===== config.mk =====
export PLATFORM = sky130hd
export DESIGN_NAME = cardbus_bridge_status_busnum
export DESIGN_NICKNAME = d
export VERILOG_FILES = /design/src/design/cb_status_pkg.sv /design/src/design/bus_id_if.sv /design/src/design/cardbus_bridge_status_busnum.sv /design/src/design/pin_sync2.sv /design/src/design/fn_bus_ids.sv
export SDC_FILE = /design/constraint.sdc
export NUM_CORES = 1
export LEC_CHECK = 0
export BUFFER_PORTS_ARGS = -buffer_cell sky130_fd_sc_hd__buf_2
export CAP_MARGIN = 20
export CORE_ASPECT_RATIO = 2
export CORE_MARGIN = 2
export CORE_UTILIZATION = 33
export CTS_BUF_LIST = sky130_fd_sc_hd__clkbuf_4 sky130_fd_sc_hd__clkbuf_8
export DETAILED_ROUTE_END_ITERATION = 12
export PLACE_DENSITY_LB_ADDON = 0.2
export RECOVER_POWER = 100
export SKIP_CTS_REPAIR_TIMING = 1
export SLEW_MARGIN = 20
export SYNTH_ARGS = -nofsm -noshare
export SYNTH_HDL_FRONTEND = slang
export SYNTH_SLANG_ARGS = --single-unit

===== constraint.sdc =====
create_clock -name core_clk_i -period 5.7 [get_ports core_clk_i]
set_input_delay 0.57 -clock core_clk_i [delete_from_list [all_inputs] [get_ports core_clk_i]]
set_output_delay 0.57 -clock core_clk_i [all_outputs]
set_load 0.1 [all_outputs]

===== src/design/cb_status_pkg.sv =====
// Shared constants for the card-side status and bus-number register slice
package cb_status_pkg;

    // Configuration byte offsets
    localparam logic [7:0] OFS_CARD_STATUS   = 8'h16;
    localparam logic [7:0] OFS_PRIMARY_BUS   = 8'h18;
    localparam logic [7:0] OFS_SECONDARY_BUS = 8'h19;
    localparam logic [7:0] OFS_SUBORD_BUS    = 8'h1a;

    // Dword indices derived from the byte offsets
    localparam logic [5:0] DW_CARD_STATUS = OFS_CARD_STATUS[7:2];
    localparam logic [5:0] DW_BUS_IDS     = OFS_PRIMARY_BUS[7:2];

    // Byte lanes within a dword
    localparam int LANE_STATUS_LO = OFS_CARD_STATUS[1:0];
    localparam int LANE_STATUS_HI = OFS_CARD_STATUS[1:0] + 1;
    localparam int LANE_PRIMARY   = OFS_PRIMARY_BUS[1:0];
    localparam int LANE_SECONDARY = OFS_SECONDARY_BUS[1:0];
    localparam int LANE_SUBORD    = OFS_SUBORD_BUS[1:0];

    // Card-side status field positions
    localparam int BIT_PARITY_DETECTED  = 15;
    localparam int BIT_SYS_ERROR_SEEN   = 14;
    localparam int BIT_MABORT_RECEIVED  = 13;
    localparam int BIT_TABORT_RECEIVED  = 12;
    localparam int BIT_TABORT_SIGNALED  = 11;
    localparam int BIT_SEL_TIMING_HI    = 10;
    localparam int BIT_SEL_TIMING_LO    = 9;
    localparam int BIT_MASTER_DPAR      = 8;
    localparam int BIT_BACK_TO_BACK     = 7;
    localparam int BIT_USER_FEATURE     = 6;
    localparam int BIT_HIGH_SPEED       = 5;

    // Fixed fields and reset values
    localparam logic [1:0]  SELECT_TIMING_CODE  = 2'h1;
    localparam logic        BACK_TO_BACK_CAP    = 1'b0;
    localparam logic        USER_FEATURE_SUP    = 1'b0;
    localparam logic        HIGH_SPEED_CAP      = 1'b0;
    localparam logic [4:0]  STATUS_RSVD_VALUE   = 5'h00;
    localparam logic [7:0]  BUS_ID_RESET        = 8'h00;
    localparam logic [15:0] CARD_STATUS_RESET   = 16'h0200;

endpackage


===== src/design/bus_id_if.sv =====
// Carrier between the top and a per-function bus-number register set
`timescale 1ns/1ps
`default_nettype none
interface bus_id_if;
    logic       wr_primary;
    logic       wr_secondary;
    logic       wr_subord;
    logic [7:0] wdata_primary;
    logic [7:0] wdata_secondary;
    logic [7:0] wdata_subord;
    logic [7:0] primary_bus_id;
    logic [7:0] secondary_bus_id;
    logic [7:0] subordinate_bus_id;

    modport ctrl (
        output wr_primary, wr_secondary, wr_subord,
        output wdata_primary, wdata_secondary, wdata_subord,
        input  primary_bus_id, secondary_bus_id, subordinate_bus_id
    );
    modport regs (
        input  wr_primary, wr_secondary, wr_subord,
        input  wdata_primary, wdata_secondary, wdata_subord,
        output primary_bus_id, secondary_bus_id, subordinate_bus_id
    );
endinterface
`default_nettype wire


===== src/design/cardbus_bridge_status_busnum.sv =====
// Card-side status and bus-number configuration registers of a card bridge
// How it works
// - Address or data parity error sets bit 15.
// - Card system error line sets bit 14; never driven.
// - Master abort on own card cycle sets 13.
// - Target abort received on own cycle sets 12.
// - Target abort signalled by us sets 11.
// - Bits 10:9 read fixed 01, medium timing.
// - Bit 8: parity line, bus master, enable.
// - Bit 7 reads zero, no back-to-back.
// - Bit 6 reads zero, no user features.
// - Bit 5 reads zero, card clock slow.
// - Bits 4:0 reserved, read zero.
// - Write one clears a flag; zero keeps.
// - Primary bus number, 8-bit, offset 18h, 00h.
// - Secondary bus number, 8-bit, offset 19h, 00h.
// - Subordinate bus number, offset 1Ah, reset 00h.
// - Secondary and subordinate bus numbers decide configuration cycle forwarding.
// - Each function keeps its own bus numbers.
`timescale 1ns/1ps
`default_nettype none
module cardbus_bridge_status_busnum #(
    parameter int NUM_FUNC = 2
) (
    // Clock and reset
    input  wire logic                      core_clk_i,
    input  wire logic                      srst_i,
    // Configuration register access
    input  wire logic                      cfg_valid_i,
    input  wire logic                      cfg_write_i,
    input  wire logic [$clog2(NUM_FUNC)-1:0] cfg_func_i,
    input  wire logic [5:0]                cfg_dword_i,
    input  wire logic [3:0]                cfg_be_i,
    input  wire logic [31:0]               cfg_wdata_i,
    output logic      [31:0]               cfg_rdata_o,
    output logic                           cfg_ack_o,
    // Card-side pins, active low
    input  wire logic [NUM_FUNC-1:0]       card_system_error_line_n_i,
    input  wire logic [NUM_FUNC-1:0]       card_parity_error_line_n_i,
    // Card data path events, one-cycle pulses; master data phase is a level
    input  wire logic [NUM_FUNC-1:0]       addr_parity_err_i,
    input  wire logic [NUM_FUNC-1:0]       data_parity_err_i,
    input  wire logic [NUM_FUNC-1:0]       master_abort_i,
    input  wire logic [NUM_FUNC-1:0]       target_abort_rcvd_i,
    input  wire logic [NUM_FUNC-1:0]       target_abort_sent_i,
    input  wire logic [NUM_FUNC-1:0]       master_data_phase_i,
    // Bridge control parity response enable
    input  wire logic [NUM_FUNC-1:0]       parity_resp_en_i,
    // Configuration cycle forwarding decode
    input  wire logic                      fwd_valid_i,
    input  wire logic [$clog2(NUM_FUNC)-1:0] fwd_func_i,
    input  wire logic [7:0]                fwd_bus_i,
    output logic                           fwd_done_o,
    output logic                           fwd_local_o,
    output logic                           fwd_onward_o,
    // Status flags per function
    output logic      [NUM_FUNC-1:0]       card_error_any_o
);
    import cb_status_pkg::*;

    localparam int FW = $clog2(NUM_FUNC);

    // Synchronised pins, still active low, and their asserted-high forms
    logic [NUM_FUNC-1:0] serr_line_n_s;
    logic [NUM_FUNC-1:0] perr_line_n_s;
    logic [NUM_FUNC-1:0] serr_seen;
    logic [NUM_FUNC-1:0] perr_seen;

    // Pins idle high; reset value matches so no false event at release
    pin_sync2 #(
        .WIDTH     (NUM_FUNC),
        .RESET_VAL (32'hffff_ffff)
    ) u_serr_sync (
        .core_clk_i (core_clk_i),
        .srst_i     (srst_i),
        .async_i    (card_system_error_line_n_i),
        .sync_o     (serr_line_n_s)
    );

    pin_sync2 #(
        .WIDTH     (NUM_FUNC),
        .RESET_VAL (32'hffff_ffff)
    ) u_perr_sync (
        .core_clk_i (core_clk_i),
        .srst_i     (srst_i),
        .async_i    (card_parity_error_line_n_i),
        .sync_o     (perr_line_n_s)
    );

    assign serr_seen = ~serr_line_n_s;
    assign perr_seen = ~perr_line_n_s;

    // Per-function state
    logic [NUM_FUNC-1:0] card_parity_detected;
    logic [NUM_FUNC-1:0] card_sys_error_seen;
    logic [NUM_FUNC-1:0] master_abort_received;
    logic [NUM_FUNC-1:0] target_abort_received;
    logic [NUM_FUNC-1:0] target_abort_signaled;
    logic [NUM_FUNC-1:0] master_data_parity_flag;
    logic [NUM_FUNC-1:0] next_card_parity_detected;
    logic [NUM_FUNC-1:0] next_card_sys_error_seen;
    logic [NUM_FUNC-1:0] next_master_abort_received;
    logic [NUM_FUNC-1:0] next_target_abort_received;
    logic [NUM_FUNC-1:0] next_target_abort_signaled;
    logic [NUM_FUNC-1:0] next_master_data_parity_flag;
    logic [NUM_FUNC-1:0] next_card_error_any;

    logic [7:0]  prim_id [NUM_FUNC];
    logic [7:0]  sec_id  [NUM_FUNC];
    logic [7:0]  sub_id  [NUM_FUNC];
    logic [15:0] status_word [NUM_FUNC];

    // Access decode shared by all functions
    logic status_hit;
    logic bus_ids_hit;
    logic status_wr;

    assign status_hit  = cfg_valid_i && (cfg_dword_i == DW_CARD_STATUS);
    assign bus_ids_hit = cfg_valid_i && (cfg_dword_i == DW_BUS_IDS);
    assign status_wr   = status_hit && cfg_write_i;

    // One copy of flags, status image and bus numbers per function
    genvar f;
    generate
        for (f = 0; f < NUM_FUNC; f++) begin : g_func
            bus_id_if bus ();
            logic       sel;
            logic [7:0] clr_lo;
            logic [7:0] clr_hi;

            assign sel = (cfg_func_i == FW'(f));

            // Independent copy of the bus numbers for this function
            fn_bus_ids u_ids (
                .core_clk_i (core_clk_i),
                .srst_i     (srst_i),
                .bus        (bus.regs)
            );

            assign bus.wr_primary      = bus_ids_hit && cfg_write_i && sel
                                         && cfg_be_i[LANE_PRIMARY];
            assign bus.wr_secondary    = bus_ids_hit && cfg_write_i && sel
                                         && cfg_be_i[LANE_SECONDARY];
            assign bus.wr_subord       = bus_ids_hit && cfg_write_i && sel
                                         && cfg_be_i[LANE_SUBORD];
            assign bus.wdata_primary   = cfg_wdata_i[LANE_PRIMARY*8 +: 8];
            assign bus.wdata_secondary = cfg_wdata_i[LANE_SECONDARY*8 +: 8];
            assign bus.wdata_subord    = cfg_wdata_i[LANE_SUBORD*8 +: 8];
            assign prim_id[f]          = bus.primary_bus_id;
            assign sec_id[f]           = bus.secondary_bus_id;
            assign sub_id[f]           = bus.subordinate_bus_id;

            // Write-one-to-clear masks per byte lane
            assign clr_lo = (status_wr && sel && cfg_be_i[LANE_STATUS_LO])
                            ? cfg_wdata_i[LANE_STATUS_LO*8 +: 8] : 8'h00;
            assign clr_hi = (status_wr && sel && cfg_be_i[LANE_STATUS_HI])
                            ? cfg_wdata_i[LANE_STATUS_HI*8 +: 8] : 8'h00;

            // A new event in the clearing cycle keeps its flag set
            always_comb begin
                next_card_parity_detected[f] =
                    (card_parity_detected[f] & ~clr_hi[BIT_PARITY_DETECTED-8])
                    | addr_parity_err_i[f] | data_parity_err_i[f];
                // Input only: this block has no drive path for that line
                next_card_sys_error_seen[f] =
                    (card_sys_error_seen[f] & ~clr_hi[BIT_SYS_ERROR_SEEN-8])
                    | serr_seen[f];
                next_master_abort_received[f] =
                    (master_abort_received[f] & ~clr_hi[BIT_MABORT_RECEIVED-8])
                    | master_abort_i[f];
                next_target_abort_received[f] =
                    (target_abort_received[f] & ~clr_hi[BIT_TABORT_RECEIVED-8])
                    | target_abort_rcvd_i[f];
                next_target_abort_signaled[f] =
                    (target_abort_signaled[f] & ~clr_hi[BIT_TABORT_SIGNALED-8])
                    | target_abort_sent_i[f];
                next_master_data_parity_flag[f] =
                    (master_data_parity_flag[f] & ~clr_hi[BIT_MASTER_DPAR-8])
                    | (perr_seen[f] & master_data_phase_i[f]
                       & parity_resp_en_i[f]);
                next_card_error_any[f] =
                    next_card_parity_detected[f] | next_card_sys_error_seen[f]
                    | next_master_abort_received[f] | next_target_abort_received[f]
                    | next_target_abort_signaled[f] | next_master_data_parity_flag[f];
            end

            always_comb begin
                status_word[f]                      = 16'h0000;
                status_word[f][BIT_PARITY_DETECTED] = card_parity_detected[f];
                status_word[f][BIT_SYS_ERROR_SEEN]  = card_sys_error_seen[f];
                status_word[f][BIT_MABORT_RECEIVED] = master_abort_received[f];
                status_word[f][BIT_TABORT_RECEIVED] = target_abort_received[f];
                status_word[f][BIT_TABORT_SIGNALED] = target_abort_signaled[f];
                status_word[f][BIT_SEL_TIMING_HI:BIT_SEL_TIMING_LO] =
                    SELECT_TIMING_CODE;
                status_word[f][BIT_MASTER_DPAR]     = master_data_parity_flag[f];
                status_word[f][BIT_BACK_TO_BACK]    = BACK_TO_BACK_CAP;
                status_word[f][BIT_USER_FEATURE]    = USER_FEATURE_SUP;
                status_word[f][BIT_HIGH_SPEED]      = HIGH_SPEED_CAP;
                status_word[f][4:0]                 = STATUS_RSVD_VALUE;
            end
        end
    endgenerate

    always_ff @(posedge core_clk_i) begin
        if (srst_i) begin
            card_parity_detected    <= '0;
            card_sys_error_seen     <= '0;
            master_abort_received   <= '0;
            target_abort_received   <= '0;
            target_abort_signaled   <= '0;
            master_data_parity_flag <= '0;
            card_error_any_o        <= '0;
        end else begin
            card_parity_detected    <= next_card_parity_detected;
            card_sys_error_seen     <= next_card_sys_error_seen;
            master_abort_received   <= next_master_abort_received;
            target_abort_received   <= next_target_abort_received;
            target_abort_signaled   <= next_target_abort_signaled;
            master_data_parity_flag <= next_master_data_parity_flag;
            card_error_any_o        <= next_card_error_any;
        end
    end

    // Read path; unmapped dwords and byte 1Bh return zero
    logic [15:0] rd_status;
    logic [7:0]  rd_prim;
    logic [7:0]  rd_sec;
    logic [7:0]  rd_sub;
    logic [31:0] next_cfg_rdata;
    logic        next_cfg_ack;

    // One mux per register keeps the lane placement below easy to audit
    assign rd_status = status_word[cfg_func_i];
    assign rd_prim   = prim_id[cfg_func_i];
    assign rd_sec    = sec_id[cfg_func_i];
    assign rd_sub    = sub_id[cfg_func_i];

    always_comb begin
        next_cfg_rdata = 32'h0000_0000;
        next_cfg_ack   = cfg_valid_i;
        if (cfg_valid_i && !cfg_write_i) begin
            if (cfg_dword_i == DW_CARD_STATUS) begin
                next_cfg_rdata[LANE_STATUS_LO*8 +: 16] = rd_status;
            end else if (cfg_dword_i == DW_BUS_IDS) begin
                next_cfg_rdata[LANE_PRIMARY*8 +: 8]   = rd_prim;
                next_cfg_rdata[LANE_SECONDARY*8 +: 8] = rd_sec;
                next_cfg_rdata[LANE_SUBORD*8 +: 8]    = rd_sub;
            end
        end
    end

    always_ff @(posedge core_clk_i) begin
        if (srst_i) begin
            cfg_rdata_o <= 32'h0000_0000;
            cfg_ack_o   <= 1'b0;
        end else begin
            cfg_rdata_o <= next_cfg_rdata;
            cfg_ack_o   <= next_cfg_ack;
        end
    end

    // Forwarding decode; an empty range (subordinate below secondary)
    // simply never matches onward, so stale programming cannot loop
    logic [7:0] fwd_sec;
    logic [7:0] fwd_sub;
    logic       fwd_is_sec;
    logic       fwd_in_range;
    logic       next_fwd_done;
    logic       next_fwd_local;
    logic       next_fwd_onward;

    // Numbers of the function named by the request; the primary number
    // only places the bridge upstream and takes no part here
    assign fwd_sec      = sec_id[fwd_func_i];
    assign fwd_sub      = sub_id[fwd_func_i];
    assign fwd_is_sec   = (fwd_bus_i == fwd_sec);
    assign fwd_in_range = (fwd_bus_i > fwd_sec) && (fwd_bus_i <= fwd_sub);

    always_comb begin
        next_fwd_done   = fwd_valid_i;
        next_fwd_local  = 1'b0;
        next_fwd_onward = 1'b0;
        if (fwd_valid_i) begin
            next_fwd_local  = fwd_is_sec;
            next_fwd_onward = fwd_in_range;
        end
    end

    always_ff @(posedge core_clk_i) begin
        if (srst_i) begin
            fwd_done_o   <= 1'b0;
            fwd_local_o  <= 1'b0;
            fwd_onward_o <= 1'b0;
        end else begin
            fwd_done_o   <= next_fwd_done;
            fwd_local_o  <= next_fwd_local;
            fwd_onward_o <= next_fwd_onward;
        end
    end
endmodule
`default_nettype wire


===== src/design/pin_sync2.sv =====
// Two-flop synchroniser for card-side pins
`timescale 1ns/1ps
`default_nettype none
module pin_sync2 #(
    parameter int          WIDTH     = 1,
    parameter logic [31:0] RESET_VAL = 32'h0000_0000
) (
    // Clock and reset
    input  wire logic             core_clk_i,
    input  wire logic             srst_i,
    // Pins in, synchronised out
    input  wire logic [WIDTH-1:0] async_i,
    output logic      [WIDTH-1:0] sync_o
);
    logic [WIDTH-1:0] meta;
    logic [WIDTH-1:0] next_meta;
    logic [WIDTH-1:0] stable;
    logic [WIDTH-1:0] next_stable;

    // First stage feeds only the second stage
    always_comb begin
        next_meta   = async_i;
        next_stable = meta;
    end

    always_ff @(posedge core_clk_i) begin
        if (srst_i) begin
            meta   <= RESET_VAL[WIDTH-1:0];
            stable <= RESET_VAL[WIDTH-1:0];
        end else begin
            meta   <= next_meta;
            stable <= next_stable;
        end
    end

    assign sync_o = stable;
endmodule
`default_nettype wire


===== src/design/fn_bus_ids.sv =====
// Primary, secondary and subordinate bus-number registers of one function
`timescale 1ns/1ps
`default_nettype none
module fn_bus_ids (
    // Clock and reset
    input  wire logic core_clk_i,
    input  wire logic srst_i,
    // Register access
    bus_id_if.regs    bus
);
    import cb_status_pkg::*;

    logic [7:0] primary_q;
    logic [7:0] secondary_q;
    logic [7:0] subord_q;
    logic [7:0] next_primary;
    logic [7:0] next_secondary;
    logic [7:0] next_subord;

    always_comb begin
        next_primary   = bus.wr_primary   ? bus.wdata_primary   : primary_q;
        next_secondary = bus.wr_secondary ? bus.wdata_secondary : secondary_q;
        next_subord    = bus.wr_subord    ? bus.wdata_subord    : subord_q;
    end

    always_ff @(posedge core_clk_i) begin
        if (srst_i) begin
            primary_q   <= BUS_ID_RESET;
            secondary_q <= BUS_ID_RESET;
            subord_q    <= BUS_ID_RESET;
        end else begin
            primary_q   <= next_primary;
            secondary_q <= next_secondary;
            subord_q    <= next_subord;
        end
    end

    assign bus.primary_bus_id     = primary_q;
    assign bus.secondary_bus_id   = secondary_q;
    assign bus.subordinate_bus_id = subord_q;
endmodule
`default_nettype wire


* Word-level counts from Yosys, hierarchy flattened
Index checks and enable logic that the tools add are counted.
** Storage, ports and cells
- Register bits :: 106
- Input port bits :: 75
** Cells by class
- Order comparisons :: 4
- Eq/ne operators :: 3
- Mux-type cells :: 22
- Bitwise operators :: 61
- Reduce and logical (&&, ||, !) cells :: 23
** Operators with widths (count)
- $mux 8 :: 18
- $mux 16 :: 3
- $mux 24 :: 1
- $or 1x1->1 :: 24
- $logic_and 1x1->1 :: 18
- $not 1->1 :: 17
- $and 1x1->1 :: 16
- $eq 6x3->1 const B :: 2
- $eq 8x8->1 :: 1
- $gt 8x8->1 :: 1
- $le 8x8->1 :: 1
- $ge 2x2->1 const B :: 2
- $not 1->2 :: 2
- $not 2->2 :: 2
- $reduce_or 2->1 :: 2
- $reduce_or 4->1 :: 1
- $reduce_or 3->1 :: 1
- $logic_not 1->1 :: 1

* Logic depth before layout (Yosys ltp)
- Word-level depth :: 15
- Depth in mapped cells :: 9

* Cells and area by module
From an unflattened synthesis, not the netlist that was laid out.
** Unflattened totals
- Cell total of the unflattened synthesis :: 427
- Area total of the unflattened synthesis :: 4309.1 um^2
** Modules (own cells, without submodules)
- cardbus_bridge_status_busnum :: times used 1, cells each 257, area an instance 2379.8 um^2
- fn_bus_ids :: times used 2, cells each 77, area an instance 859.6 um^2
- pin_sync2 :: times used 2, cells each 8, area an instance 105.1 um^2

* Least setup slack after synthesis
No wires, ideal clock.
- Path kind :: in2reg
- Start :: in fwd_func_i
- End :: reg fwd_onward_o
- Data arrival time :: 2.578 ns
- Setup slack :: 2.981 ns
- Stages :: 9
- Path through :: clkbuf_1 buf_1 mux2i_1 ha_1 nor2b_1 o21a_1 o21a_1 o41ai_1 a2111oi_0
** On the way
- Longest elaborated chain between the ends :: 6
** RTL lines
- start, declared :: line cardbus_bridge_status_busnum.sv:51 : input wire logic [$clog2(NUM_FUNC)-1:0] fwd_func_i,
- $not 1->2 (implied by the code) * :: line cardbus_bridge_status_busnum.sv:275, cardbus_bridge_status_busnum.sv:276
- $mux 8 (on tied branches) (3 in series) :: line cardbus_bridge_status_busnum.sv:275, cardbus_bridge_status_busnum.sv:276
- $gt 8x8->1 / $le 8x8->1 (equally long branches) :: line cardbus_bridge_status_busnum.sv:278 : assign fwd_in_range = (fwd_bus_i > fwd_sec) && (fwd_bus_i <= fwd_sub);
- $logic_and 1x1->1 * :: line cardbus_bridge_status_busnum.sv:278
- end signal, assigned :: line cardbus_bridge_status_busnum.sv:298 : fwd_onward_o <= next_fwd_onward;
- end, declared :: line cardbus_bridge_status_busnum.sv:55 : output logic fwd_onward_o,
Every way passes the cells marked *; elsewhere a longest branch is shown, timed or not. The select of a mux whose other input is x is not followed.
A chain may end at the register's enable or synchronous reset.

* Final worst setup path
- Start :: in srst_i
- End :: reg u_serr_sync.meta[1]
** RTL lines
- start, declared :: line cardbus_bridge_status_busnum.sv:27 : input wire logic srst_i,
- end signal, assigned :: line pin_sync2.sv:28 : meta <= RESET_VAL[WIDTH-1:0];
- end signal, assigned :: line pin_sync2.sv:31 : meta <= next_meta;
- end, declared :: line pin_sync2.sv:15 : logic [WIDTH-1:0] meta;
No word-level cell between the ends.

==> run summary <==
adder-cell share of the synthesized area - 4.64%
die area - 0.0141 mm^2
Cells after Synth - 425
CTS tree - done
Area growth syn-to-layout - 18.9%
Seq pwr share - 57.5%
Crit path required time - 6.01 ns
post-synthesis compound-gate area fraction - 5.04%
global-route wire length before repair - 17.6 mm
Die H - 166 um
detailed-route wire length per cell - 16.0 um
vias - 3325
Core Region - 0.0129 mm^2
number of global-route vias before repair - 3596
Min Clock Period, post-route - 3.10 ns
MaxCap Viol Count - 1
critical path launch point type - primary input
Worst Setup Path Type - primary input to flip-flop
largest net degree at the start of global routing - 72
Hold WC Path Type - primary input to flip-flop
XOR/XNOR share of the synthesized area - 0%
Setup violations, final - 0
clk sinks - 105
Unique masters post-synth - 38
crit-path cells - clkbuf_1 -> clkbuf_1 -> or2_2
post-route ant nets - 0
Final Cycle Share - 54.3%
GRT met1 Usage - 16.3%
CP endpoint kind - flip-flop
YS warnings - 0
IO buf count - 109
combinational family with the most area after synthesis - multiplexers
simple-gate share of the synthesized area - 17.4%
# diodes - 0
wirelength, routed - 11.0 mm
worst-skew pair later-pin latency - 0.37 ns
cell mode on critical path - clkbuf_1
met2 Use GR - 29.9%
total power - 0.00130 W
DR DRC count - 0
Crit path max-delay family - buffers and inverters
Num CTS Buffers - 9
sequential share of the synthesized area - 48.7%
Slew @ Worst Pin - 3.13 ns
Pre-Repair DR Iteration Count - 5
Setup TNS - 0 ns
hold depth - 2
crit-path max FO - 71
FF+latch count, synth - 105
Hold Violations, Final - 0
Critical Path Source - srst_i
Critical Path Max Stage Delay - 2.25 ns
post-synthesis mux area share - 21.9%
Slew Limit Headroom - -109%
Starting Density - 33.4%
peak supply drop - 0.000110 V
Logic pwr share - 8.8%
post-synth top area cell - dfxtp_1
Chip Width - 84.9 um
RSZ-0062 raised after global routing - no
power per standard cell area - 253 mW/mm^2
routed vias/inst - 4.83
layout cells sized above 1 - 20.1%
met3 Usage GRT - 3.34%
most frequent cells in the layout - dfxtp_1, nor2_1, mux2i_1
Bufs and invs on worst path - 2
Switching Share - 25.8%
filler cell count - 1314
hold path startpoint - card_parity_error_line_n_i[1]
pre-CTS setup slack - 2.94 ns
initial antenna violation count - 0
Reg2Reg Depth - 7
FF-to-FF Start - g_func[0].u_ids.bus.secondary_bus_id[1]
CTS Buffer Depth - 2
GRT overflow - 0
Synth Cell Area - 0.00432 mm^2
Worst-path clk slew - 0.10 ns
GRT Total Usage - 16.1%
H-tree levels - 3
row count - 59
fin. max-slew vios - 72
most common cell after layout, fill and taps aside - dfxtp_1
Psw - 0.000336 W
Leak Pwr - 1.99 nW
I/O pin cnt - 113
CP Data Arrival Time - 3.40 ns
GP Congestion - 0.886
Pint - 0.000964 W
violated checks - max-capacitance violations, max-slew violations
Most Crowded Layer GR - met2
outcome - finished with violations
Final Skew - 0.00825 ns
final core occ - 39.7%
Clk pwr share - 33.7%
Worst path slowest cell - clkbuf_1
setup ws final - 2.60 ns
drt initial violations - 88
Avg Cell Area, Syn - 10.2 um^2
FMAX - 323 MHz
DP HPWL - 8.20 mm
Nets - 622
WHS - 0.373 ns
syn nets - 516
Root Buffer - clkbuf_8
CP Depth - 3
post-synth top area share - 48.7%
Area contributors post-synth - dfxtp_1, mux2i_1, nor2_1
==> cell usage after synthesis <==
master and n:
dfxtp_1 105, nor2_1 95, mux2i_1 92, nand2_1 20, ha_1 16, clkbuf_1 13
a21oi_1 11, inv_1 8, or2_2 8, nor2_4 6, nand4_1 5, nor2b_1 5
a21boi_1 3, a211oi_2 2, a21o_1 2, a221oi_1 2, a41oi_1 2, buf_1 2
mux2_2 2, nand3_1 2, nand3b_1 2, nor3_1 2, nor4_4 2, o211ai_1 2
o21a_1 2, o21ai_0 2, a2111oi_0 1, a21boi_0 1, and3b_1 1, buf_2 1
buf_4 1, conb_1 1, nor3b_1 1, nor4b_2 1, o41ai_1 1, or2b_2 1
or3_1 1, or4b_4 1
==> per-layer routing <==
| metal | part of all wire (%) | vias to the layer above |
|---|---|---|
| met3 | 3.8 | 26 |
| met2 | 55 | 97 |
| met5 | 0 | - |
| met1 | 37 | 1543 |
| met4 | 4.2 | 0 |
| li1 | - | 1659 |
==> logic make-up after synthesis <==
kind of cell | Yosys count
other | 1
adder cells (fa/ha/maj) | 16
multiplexers | 94
flip-flops | 105
AO/OA/AOI/OAI | 31
buffers and inverters | 25
AND/OR/NAND/NOR | 153
==> layout make-up <==
| class | instances | area [um^2] | area share [%] |
|---|---|---|---|
| multi-input combinational | 295 | 2110 | 41.1 |
| tap | 152 | 190 | 3.71 |
| timing repair buffer | 112 | 510 | 9.95 |
| sequential | 105 | 2100 | 41.0 |
| inverter | 8 | 30.0 | 0.585 |
| clock buffer | 10 | 138 | 2.68 |
| clock inverter | 6 | 50.0 | 0.975 |
==> worst paths after layout <==
kind,endpoint,slack [ns]
worst min-delay path,u_perr_sync.meta[1],0.37
worst max register to register,fwd_onward_o,3.85
worst min register to register,u_serr_sync.sync_o[0],0.42
worst max-delay path,u_serr_sync.meta[1],2.60
==> worst register-to-register path, cell delays in order, from the launching register on <==
cell and delay [ns]:
dfxtp_1 0.37, mux2i_1 0.09, ha_1 0.34, nor2b_1 0.14, o21a_1 0.16, o21a_1 0.17
o41ai_1 0.30, a2111oi_0 0.16
==> power groups by stage <==
stage / Clock, W / Sequential [W] / Combinational (W)
3_3_place_gp: 0 / 0.000764 / 0.000114
4_1_cts: 0.000463 / 0.000748 / 0.000117
3_5_place_dp: 0 / 0.000765 / 0.000116
6_report: 0.000438 / 0.000747 / 0.000114
2_1_floorplan: 0 / 0.000776 / 0.0000561
5_1_grt: 0.000491 / 0.000749 / 0.000125
==> metrics by stage <==
stage               instance area (um^2)  cells
detailed placement                  5000    672
global route                        5130    688
finish                              5130    688
CTS                                 5190    688
floorplan                           4320    425
global placement                    5000    672
==> registers in the layout, indices dropped and copies added (netlist names), 16 cells and up <==
| name | flops |
|---|---|
| g_func.u_ids.bus.secondary_bus_id | 16 |
| g_func.u_ids.bus.primary_bus_id | 16 |
| g_func.u_ids.bus.subordinate_bus_id | 16 |
| cfg_rdata_o | 31 |
Note: power is estimated with default switching activity, not from simulation.
